### src/shared/pwrt_pkg.sv
// Constants and types for the periodic wakeup and reset timer.
// Assumes one 200 MHz clock and an APB master with 32-bit data.
package pwrt_pkg;

  // -----------------------------------------------------------------
  // Register indices; byte address is four times the index.
  // -----------------------------------------------------------------
  localparam logic [7:0] IDX_PRESCALE = 8'h38; // Wake prescale register.
  localparam logic [7:0] IDX_WAKE     = 8'h39; // Wake interval register.
  localparam logic [7:0] IDX_RESET    = 8'h3A; // Reset interval register.
  localparam logic [7:0] IDX_STATUS   = 8'h3B; // Timer status register.
  localparam logic [7:0] IDX_THERMAL  = 8'h3C; // Thermal restart control.
  localparam logic [7:0] IDX_EVT      = 8'h3D; // Sticky event status.
  localparam logic [7:0] IDX_EVT_CLR  = 8'h3E; // Event clear, write only.
  localparam logic [7:0] IDX_EVT_EN   = 8'h3F; // Event enable.

  // -----------------------------------------------------------------
  // Field positions and reset values.
  // -----------------------------------------------------------------
  localparam int         WAKE_FLAG_BIT = 7;     // Wake flag in wake reg.
  localparam int         WAKE_ACK_BIT  = 6;     // Acknowledge bit.
  localparam int         CNT_LSB       = 8;     // Counter field in status.
  localparam logic [5:0] PRESCALE_POR  = 6'h1F; // Nominal one second.
  localparam logic [5:0] INTERVAL_RST  = 6'h3F; // Interval after reset.
  localparam logic [5:0] WAKE_CNT_OFF  = 6'h3F; // Counter preset on disable.
  localparam logic [5:0] ZERO6         = 6'h00; // All-zero interval.
  localparam logic [10:0] DIV_BASE     = 11'h1F8; // 504 ticks.
  localparam int         DIV_STEP_SH   = 4;     // Step of 16 ticks.
  localparam int         NEVT          = 3;     // Event bits.
  localparam int         EVT_WAKE      = 0;     // Wake interrupt issued.
  localparam int         EVT_RESET     = 1;     // Periodic reset issued.
  localparam int         EVT_BLOCKED   = 2;     // Event blocked by thermal.

  // -----------------------------------------------------------------
  // Whole state of the block, registered once per clock.
  // -----------------------------------------------------------------
  typedef struct packed {
    logic [2:0]      tick_sync;  // Tick synchroniser and edge history.
    logic [1:0]      oor_sync;   // Thermal out-of-range synchroniser.
    logic [1:0]      srst_sync;  // Warm reset synchroniser.
    logic [5:0]      prescale;   // Prescale value.
    logic [10:0]     pre_cnt;    // Prescaler tick count.
    logic [5:0]      wake_ivl;   // Wake interval field.
    logic [5:0]      rst_ivl;    // Reset interval field.
    logic [5:0]      wake_cnt;   // Wake counter.
    logic [5:0]      rst_cnt;    // Reset counter.
    logic            sel_rst;    // Status select: 1 shows reset counter.
    logic            thermal_restart_enable;        // Thermal restart enable.
    logic            wake_flag;  // Wake interrupt flag.
    logic            core_rst;   // Periodic reset pulse.
    logic [NEVT-1:0] evt;        // Sticky events.
    logic [NEVT-1:0] evt_en;     // Event enables.
    logic            irq;        // Summary interrupt.
    logic            pready;     // APB ready.
    logic            pslverr;    // APB error.
    logic [31:0]     prdata;     // APB read data.
  } pwrt_state_t;

endpackage : pwrt_pkg

### src/logic/pwrt_top.sv
// Periodic wakeup and reset timer with an APB register port.
// Assumes the tick, thermal and warm reset inputs are asynchronous pins.
`timescale 1ns/1ps

module pwrt_top (
  // Clock and power-on reset.
  input  wire logic        CLOCK,
  input  wire logic        RESET,
  // Asynchronous pins.
  input  wire logic        LFO_TICK,
  input  wire logic        THERMAL_OUT_OF_RANGE,
  input  wire logic        WARM_RESET,
  // APB slave.
  input  wire logic        PSEL,
  input  wire logic        PENABLE,
  input  wire logic        PWRITE,
  input  wire logic [31:0] PADDR,
  input  wire logic [31:0] PWDATA,
  output logic             PREADY,
  output logic [31:0]      PRDATA,
  output logic             PSLVERR,
  // Core side.
  output logic             WAKE_INTERRUPT,
  output logic             CORE_RESET,
  output logic             IRQ
);

  // -----------------------------------------------------------------
  // State and working signals.
  // -----------------------------------------------------------------
  pwrt_pkg::pwrt_state_t st_ff;     // Registered state.
  pwrt_pkg::pwrt_state_t nxt_st;    // Next state.
  logic                  tick;      // One-cycle oscillator tick.
  logic                  oor;       // Synchronised out-of-range level.
  logic                  warm;      // Synchronised warm reset.
  logic [10:0]           div_last;  // Last prescaler count.
  logic                  wclk;      // Wake clock pulse.
  logic                  wake_hit;  // Wake counter match.
  logic                  rst_hit;   // Reset counter match.
  logic                  blocked;   // Thermal block active.
  logic                  wake_out;  // Wake interrupt issued.
  logic                  rst_out;   // Periodic reset issued.
  logic                  setup;     // APB setup phase.
  logic                  wr_acc;    // APB write completes this edge.
  logic [7:0]            idx;       // Register index of the address.
  logic                  mapped;    // Address hits a register.
  logic [5:0]            wdat;      // Written six-bit field.
  logic [31:0]           rd;        // Read data being assembled.
  logic [pwrt_pkg::NEVT-1:0] evt_set; // Events of this cycle.

  // -----------------------------------------------------------------
  // Combinational next state.
  // -----------------------------------------------------------------
  always_comb begin
    nxt_st = st_ff;
    // The first stage of each synchroniser feeds only the second.
    nxt_st.tick_sync = {st_ff.tick_sync[1:0], LFO_TICK};
    nxt_st.oor_sync  = {st_ff.oor_sync[0], THERMAL_OUT_OF_RANGE};
    nxt_st.srst_sync = {st_ff.srst_sync[0], WARM_RESET};
    tick = st_ff.tick_sync[1] & ~st_ff.tick_sync[2];
    oor  = st_ff.oor_sync[1];
    warm = st_ff.srst_sync[1];

    // Prescaler: no control bit stops it, so it always runs.
    div_last = pwrt_pkg::DIV_BASE + 11'({st_ff.prescale, 4'h0}) - 11'h001;
    wclk     = tick && (st_ff.pre_cnt == div_last);
    if (tick) begin
      if (wclk) begin
        nxt_st.pre_cnt = 11'h000;
      end else begin
        nxt_st.pre_cnt = st_ff.pre_cnt + 11'h001;
      end
    end

    // Wake counter counts wake clocks up to the interval.
    wake_hit = 1'b0;
    if (wclk) begin
      if (st_ff.wake_ivl != pwrt_pkg::ZERO6 && st_ff.wake_cnt + 6'h01 == st_ff.wake_ivl) begin
        wake_hit        = 1'b1;
        nxt_st.wake_cnt = 6'h00;
      end else begin
        nxt_st.wake_cnt = st_ff.wake_cnt + 6'h01;
      end
    end

    // Reset counter is clocked by the wake period.
    rst_hit = 1'b0;
    if (wake_hit) begin
      if (st_ff.rst_ivl != pwrt_pkg::ZERO6 && st_ff.rst_cnt + 6'h01 == st_ff.rst_ivl) begin
        rst_hit        = 1'b1;
        nxt_st.rst_cnt = 6'h00;
      end else begin
        nxt_st.rst_cnt = st_ff.rst_cnt + 6'h01;
      end
    end

    // Thermal block gates outputs only; counters above keep going.
    blocked  = st_ff.thermal_restart_enable & oor;
    rst_out  = rst_hit & ~blocked;
    // A reset in the same cycle wins over the interrupt.
    wake_out = wake_hit & ~rst_hit & ~blocked;
    nxt_st.core_rst = rst_out;

    // APB decode.
    setup  = PSEL & ~PENABLE;
    wr_acc = PSEL & PENABLE & st_ff.pready & PWRITE;
    idx    = PADDR[9:2];
    wdat   = PWDATA[5:0];
    mapped = (PADDR[31:10] == 22'h000000) && (PADDR[1:0] == 2'b00) &&
             (idx >= pwrt_pkg::IDX_PRESCALE) && (idx <= pwrt_pkg::IDX_EVT_EN);

    // Register writes; a write takes effect at the completing edge.
    if (wr_acc && mapped) begin
      if (idx == pwrt_pkg::IDX_PRESCALE) begin
        // Upper two bits are not stored.
        nxt_st.prescale = wdat;
      end else if (idx == pwrt_pkg::IDX_WAKE) begin
        if (wdat == pwrt_pkg::ZERO6) begin
          // Zeroing is refused while the reset interval is zero.
          if (st_ff.rst_ivl != pwrt_pkg::ZERO6 && st_ff.wake_ivl != pwrt_pkg::ZERO6) begin
            nxt_st.wake_ivl = pwrt_pkg::ZERO6;
            nxt_st.wake_cnt = pwrt_pkg::WAKE_CNT_OFF;
          end
        end else if (wdat != st_ff.wake_ivl) begin
          // A new interval restarts the period; a rewrite is ignored.
          nxt_st.wake_ivl = wdat;
          nxt_st.wake_cnt = 6'h00;
          nxt_st.pre_cnt  = 11'h000;
        end
      end else if (idx == pwrt_pkg::IDX_RESET) begin
        // Same guard the other way round.
        if (wdat != pwrt_pkg::ZERO6 || st_ff.wake_ivl != pwrt_pkg::ZERO6) begin
          if (wdat != st_ff.rst_ivl) begin
            nxt_st.rst_ivl = wdat;
            nxt_st.rst_cnt = 6'h00;
          end
        end
      end else if (idx == pwrt_pkg::IDX_STATUS) begin
        nxt_st.sel_rst = PWDATA[0];
      end else if (idx == pwrt_pkg::IDX_THERMAL) begin
        nxt_st.thermal_restart_enable = PWDATA[0];
      end else if (idx == pwrt_pkg::IDX_EVT_EN) begin
        nxt_st.evt_en = PWDATA[pwrt_pkg::NEVT-1:0];
      end
    end

    // Wake flag: set wins over an acknowledge in the same cycle.
    if (wr_acc && mapped && idx == pwrt_pkg::IDX_WAKE && PWDATA[pwrt_pkg::WAKE_ACK_BIT]) begin
      nxt_st.wake_flag = 1'b0;
    end
    if (wake_out) begin
      nxt_st.wake_flag = 1'b1;
    end

    // Sticky events: write one to clear, new event wins.
    evt_set = '0;
    evt_set[pwrt_pkg::EVT_WAKE]    = wake_out;
    evt_set[pwrt_pkg::EVT_RESET]   = rst_out;
    evt_set[pwrt_pkg::EVT_BLOCKED] = blocked & (wake_hit | rst_hit);
    if (wr_acc && mapped && idx == pwrt_pkg::IDX_EVT_CLR) begin
      nxt_st.evt = st_ff.evt & ~PWDATA[pwrt_pkg::NEVT-1:0];
    end
    nxt_st.evt = nxt_st.evt | evt_set;
    nxt_st.irq = |(nxt_st.evt & nxt_st.evt_en);

    // Read data is captured in the setup cycle, answered next cycle.
    rd = 32'h00000000;
    if (idx == pwrt_pkg::IDX_PRESCALE) begin
      rd[5:0] = st_ff.prescale;
    end else if (idx == pwrt_pkg::IDX_WAKE) begin
      // Acknowledge bit always reads zero.
      rd[pwrt_pkg::WAKE_FLAG_BIT] = st_ff.wake_flag;
      rd[5:0] = st_ff.wake_ivl;
    end else if (idx == pwrt_pkg::IDX_RESET) begin
      rd[5:0] = st_ff.rst_ivl;
    end else if (idx == pwrt_pkg::IDX_STATUS) begin
      rd[0] = st_ff.sel_rst;
      // Select bit picks which counter software sees.
      rd[pwrt_pkg::CNT_LSB +: 6] = st_ff.sel_rst ? st_ff.rst_cnt : st_ff.wake_cnt;
    end else if (idx == pwrt_pkg::IDX_THERMAL) begin
      rd[0] = st_ff.thermal_restart_enable;
      rd[1] = oor;
    end else if (idx == pwrt_pkg::IDX_EVT) begin
      rd[pwrt_pkg::NEVT-1:0] = st_ff.evt;
    end else if (idx == pwrt_pkg::IDX_EVT_EN) begin
      rd[pwrt_pkg::NEVT-1:0] = st_ff.evt_en;
    end
    nxt_st.pready = setup;
    if (setup) begin
      nxt_st.prdata  = (mapped && !PWRITE) ? rd : 32'h00000000;
      nxt_st.pslverr = ~mapped;
    end else begin
      nxt_st.pslverr = 1'b0;
    end

    // Warm reset returns all timer and event state to its reset values, except the prescale value; synchronisers and APB outputs keep going.
    if (warm) begin
      nxt_st.pre_cnt   = 11'h000;
      nxt_st.wake_ivl  = pwrt_pkg::INTERVAL_RST;
      nxt_st.rst_ivl   = pwrt_pkg::INTERVAL_RST;
      nxt_st.wake_cnt  = 6'h00;
      nxt_st.rst_cnt   = 6'h00;
      nxt_st.sel_rst   = 1'b0;
      nxt_st.thermal_restart_enable       = 1'b0;
      nxt_st.wake_flag = 1'b0;
      nxt_st.core_rst  = 1'b0;
      nxt_st.evt       = '0;
      nxt_st.evt_en    = '0;
      nxt_st.irq       = 1'b0;
    end
  end

  // -----------------------------------------------------------------
  // State register; only power-on reset loads the prescale value.
  // -----------------------------------------------------------------
  always_ff @(posedge CLOCK or posedge RESET) begin
    if (RESET) begin
      st_ff          <= '0;
      st_ff.prescale <= pwrt_pkg::PRESCALE_POR;
      st_ff.wake_ivl <= pwrt_pkg::INTERVAL_RST;
      st_ff.rst_ivl  <= pwrt_pkg::INTERVAL_RST;
    end else begin
      st_ff <= nxt_st;
    end
  end

  // -----------------------------------------------------------------
  // Outputs straight from the state register.
  // -----------------------------------------------------------------
  // The wake output is not masked by the event enables; the thermal block and a periodic reset in the same cycle gate it.
  assign WAKE_INTERRUPT = st_ff.wake_flag;
  assign CORE_RESET     = st_ff.core_rst;
  assign IRQ            = st_ff.irq;
  assign PREADY         = st_ff.pready;
  assign PRDATA         = st_ff.prdata;
  assign PSLVERR        = st_ff.pslverr;

endmodule : pwrt_top

### config.mk
export PLATFORM = sky130hd
export DESIGN_NAME = pwrt_top
export DESIGN_NICKNAME = d
export VERILOG_FILES = /design/src/shared/pwrt_pkg.sv /design/src/logic/pwrt_top.sv
export SDC_FILE = /design/constraint.sdc
export NUM_CORES = 1
export LEC_CHECK = 0
export ABC_CLOCK_PERIOD_IN_PS = 3240
export BUFFER_PORTS_ARGS = -buffer_cell sky130_fd_sc_hd__buf_2
export CORE_MARGIN = 5
export CORE_UTILIZATION = 45
export DETAILED_ROUTE_END_ITERATION = 7
export PLACE_DENSITY = 0.69
export SLEW_MARGIN = 0
export SYNTH_ARGS = -nofsm -noshare
export SYNTH_HDL_FRONTEND = slang
export SYNTH_SLANG_ARGS = --single-unit
### constraint.sdc
create_clock -name CLOCK -period 3.24 [get_ports CLOCK]
set_input_delay 0.486 -clock CLOCK [delete_from_list [all_inputs] [get_ports CLOCK]]
set_output_delay 0.486 -clock CLOCK [all_outputs]
set_load 0.02 [all_outputs]
* Word level (Yosys, flattened, before mapping) *
Index checks and enable logic that the tools add are counted.

operators by class
  equality and inequality tests = 18
  multiplexer cells = 62
  reductions and logical operators = 35
  add/subtract/negate cells = 5
  order comparisons = 2
  bitwise gates (word level) = 20

operators by type and width
  cell                   number
  $mux 6                 23
  $mux 37                2
  $eq 8x6->1 const B     8
  $mux 46                1
  $mux 3                 12
  $mux 17                2
  $mux 11                3
  $logic_not 22->1       1
  $reduce_bool 6->1      3
  $mux 14                1
  $reduce_bool 2->1      7
  $mux 1                 13
  $add 6x1->6 const B    2
  $eq 6x6->1             2
  $logic_and 1x1->1      12
  $ne 6x6->1             2
  $reduce_and 6->1       2
  $add 11x1->11 const B  1
  $add 9x10->11 const A  1
  $eq 11x11->1           1
  $sub 11x1->11 const B  1
  $and 1x1->1            10
  $reduce_and 5->1       2
  $ge 8x6->1 const B     1
  other kinds (18)       29

storage, ports and cells
  word-level logic and storage cells = 161
  output and inout port bits = 37
  flip-flop bits (word level) = 93

* Longest topological paths before layout *
  word-level depth = 13
  mapped depth = 11
  depth with buffers taken out = 9

* Worst setup path before layout *
OpenSTA, ideal clock, no wires.

  path kind = register -> register
  from = reg st_ff[80] (netlist bit)
  to = reg st_ff, in the netlist IRQ
  period minus slack after synthesis = 2.499 ns
  buffers on the path = 2
  stages on the path, launching flop included = 12
  setup slack = 0.741 ns
  data arrival time = 2.435 ns
  required time = 3.176 ns
  cells stage by stage = dfstp_2 buf_2 inv_1 ha_1 nand2b_1 a21boi_1 o31ai_1 or4_1 buf_2 nand4b_1 a21oi_1 a211o_1

RTL lines
  item                    line             text
  start, declared         pwrt_top.sv:31   pwrt_pkg::pwrt_state_t st_ff;
  start signal, assigned  pwrt_top.sv:223  st_ff <= nxt_st;

==> summary.md <==
| Metric | Value |
|---|---|
| Post-Synth XOR/XNOR Area | 7.27% |
| P&R area growth vs syn | 9.91% |
| Mux share of post-synthesis cell area | 5.30% |
| FMAX | 0.343 GHz |
| Core Region | 10,300 µm² |
| RR Startpoint | st_ff[80] |
| Total of max-cap violations | 0 |
| First-pass GRT wire length | 19,200 µm |
| Vias in the first global route | 3,774 |
| Layout cells sized above 1 | 22.2% |
| Most flop-heavy register | st_ff |
| Routed wire per std cell | approximately 17 µm |
| Setup violations, final | 0 |
| Reg area | around 1900 µm² |
| Kind of critical path | flip-flop to flip-flop |
| Max_slew headroom | a little under half |
| Hold path startpoint | LFO_TICK |
| CTS Hold Bufs | 0 |
| Max reg flops | 51 |
| Least-Margin Pin Slew | 809 ps |
| CTS H-tree lvls | 3 |
| DIE WIDTH | roughly 110 µm |
| Final Skew | 12.3 ps |
| Remaining antenna violation count | 0 |
| CTS tree | done |
| Final RePlAce weighted congestion | 0.915 |
| Critical path capture point type | flip-flop |
| Initial Util | 45.7% |
| Commonest cells after routing, fill and taps aside | 64 x buf_2, 57 x dfrtp_1, 55 x nand2_1 |
| Synth warn | 0 |
| Max Slew Vio Count | 0 |
| Final hold vios | 0 |
| Initial antenna violation count | 0 |
| First-pass DRT Iterations | 7 |
| Clk buf depth | 2 |
| Worst Path Max Fanout | 9 |
| Nets | roughly 630 |
| Diode count | 0 |
| WL final | 11,600 µm |
| Die area | 12,600 µm² |
| Post-synthesis simple-gate area fraction | between 20% and 30% |
| Leak pwr | 2.26 nW |
| Total power draw | 0.00184 W |
| RSZ-0062 raised after global routing | no |
| Cts bufs inserted | 9 |
| Outcome | complete, no violations |
| DRC viols | 0 |
| Hold/Removal Path Class | input pin to flip-flop |
| Worst Path Arrival | 3220 ps |
| Sequential-to-total area share from yosys stat | 39.9% |
| Number of synthesized register bits | 74 |
| Mapped Area | 4700 µm² |
| Row cnt | 37 |
| Buffers on Ports | 64 |
| Yosys cell types | 69 |
| Peak supply drop | about 0.00016 V |
| DR iter-0 viols | 250 |
| Largest net degree at the start of global routing | 39 |
| Grt total ovfl | 0 |
| HPWL after DPL | just under 9000 µm |
| Reg clk slew, reported paths | roughly 80 ps |
| Avg Cell Area, Syn | 9.02 µm² |
| Data required time at the worst endpoint | 3540 ps |
| Worst-Skew Late Latency | 360 ps |
| EDFF count, synth | 0 |
| GRT Total Usage | 18.8% |
| Setup crit start | st_ff[80] |
| Vias/cell | between 5 and 6 |
| Most common cell after layout, fill and taps aside | buf_2 |
| Fill cells | 952 |
| Min Tclk post-route | 2920 ps |
| Largest family of logic cells by synthesized area | simple AND/OR/NAND/NOR gates |
| Clock Sinks | 74 |
| Final period util | between 90% and 100% |
| Routed via count | 3,906 |
| Gate Count Post-Synth | 521 |
| Synth Area in Adders | 1.07% |
| Root buffer cell | clkbuf_8 |
| Area of the multi-input gates | 2440 µm² |
| Setup Buffers After CTS | 0 |
| CP Launch Type | flip-flop |
| Setup TNS Final | 0 ps |
| IO Count | 109 |
| Ys async rst share | 100% |
| P per Cell Area | 356 nW/µm² |
| Die Y | between 100 and 150 µm |
| Post_cts resized | 0 |
| Compound-Gate Fraction of Synth Area | between 10 and 15% |
| Ys flop type | dfrtp_1 |
[synth_stat cells, drive strengths merged, types with 4 or more instances]
| master | n | share of area [%] |
|---|---|---|
| a21oi | 33 | 3.5 |
| a221o | 4 | 0.85 |
| a221oi | 4 | 0.75 |
| a22o | 4 | 0.75 |
| a31oi | 6 | 0.80 |
| and2 | 4 | 0.53 |
| and3 | 6 | 0.80 |
| buf | 47 | 6.7 |
| clkbuf | 16 | 1.3 |
| dfrtp | 57 | 30 |
| dfstp | 17 | 9.5 |
| ha | 4 | 1.1 |
| inv | 20 | 1.6 |
| mux2 | 6 | 1.7 |
| mux2i | 17 | 3.6 |
| nand2 | 55 | 4.4 |
| nand2b | 8 | 1.1 |
| nand3 | 15 | 1.6 |
| nand4 | 13 | 1.7 |
| nor2 | 35 | 2.8 |
| nor3 | 10 | 1.8 |
| nor4 | 14 | 2.1 |
| o211ai | 4 | 0.64 |
| o21ai | 29 | 3.1 |
| or3 | 7 | 1.0 |
| xnor2 | 20 | 3.7 |
| xor2 | 19 | 3.5 |
[worst max-delay path, stage by stage, from the launching register on]
cell,delay [ps]
dfstp_2,620
inv_1,80
ha_1,280
and2_1,180
o21ai_0,270
nand4_1,160
or4_1,620
nand4bb_4,300
a21boi_1,220
a211o_1,130
[where the power goes]
part	switching (W)	leakage, nW	total, W	internal (W)
clock	0.000347	0.106	0.000768	0.000421
combinational	0.0000943	1.20	0.000135	0.0000403
sequential	0.00000648	0.955	0.000937	0.000931
[layer usage]
metal / up-vias / GRT usage [%] / wire length, µm
met1: 1871 / 24.7 / 5000
met5: - / 0 / 0
li1: 1866 / - / -
met2: 149 / 30.4 / 5520
met4: 0 / 7.53 / 254
met3: 20 / 3.67 / 845
[through the flow]
| step | std cells | instance area, µm² | hold WS (ps) | utilization [%] | setup WS, ps |
|---|---|---|---|---|---|
| floorplan | 539 | 4770 | 331 | - | 741 |
| global placement | 683 | 4950 | 333 | 48.1 | 467 |
| detailed placement | 683 | 4950 | 337 | 48.1 | 346 |
| CTS | 699 | 5160 | 212 | 50.2 | 338 |
| global route | 699 | 5160 | 213 | 50.2 | 158 |
| finish | 699 | 5160 | 223 | 50.2 | 321 |
[worst paths after layout]
path                               to  slack (ps)  depth (start not counted)
setup / recovery                  IRQ         320                          9
hold / removal             nxt_st[91]         220                          1
setup reg to reg                  IRQ         320                          9
hold reg to reg             st_ff[87]         350                          0
max in group asynchronous   st_ff[60]        2200                          3
min in group asynchronous   PRDATA[1]         280                          2
[layout make-up]
| class | count | area share [%] |
|---|---|---|
| Tap cell | 136 | 3.30 |
| Multi-Input combinational cell | 382 | 47.3 |
| Clock buffer | 13 | 3.27 |
| Inverter | 20 | 1.45 |
| Sequential cell | 74 | 36.3 |
| Timing Repair Buffer | 71 | 7.46 |
| Clock inverter | 3 | 0.897 |
[kinds of logic (layout without fill, tap and decap cells)]
| family | count (synthesis) | in the layout |
|---|---|---|
| xor gates and xnor gates | 39 | 39 |
| other | 1 | 19 |
| AOI/OAI and AO/OA | 104 | 104 |
| and+or+nand+nor | 193 | 193 |
| muxes | 23 | 23 |
| DFF | 74 | 74 |
| buffers and inverters | 83 | 107 |
| adders and majority gates | 4 | 4 |
Note: power is estimated with default switching activity, not from simulation.
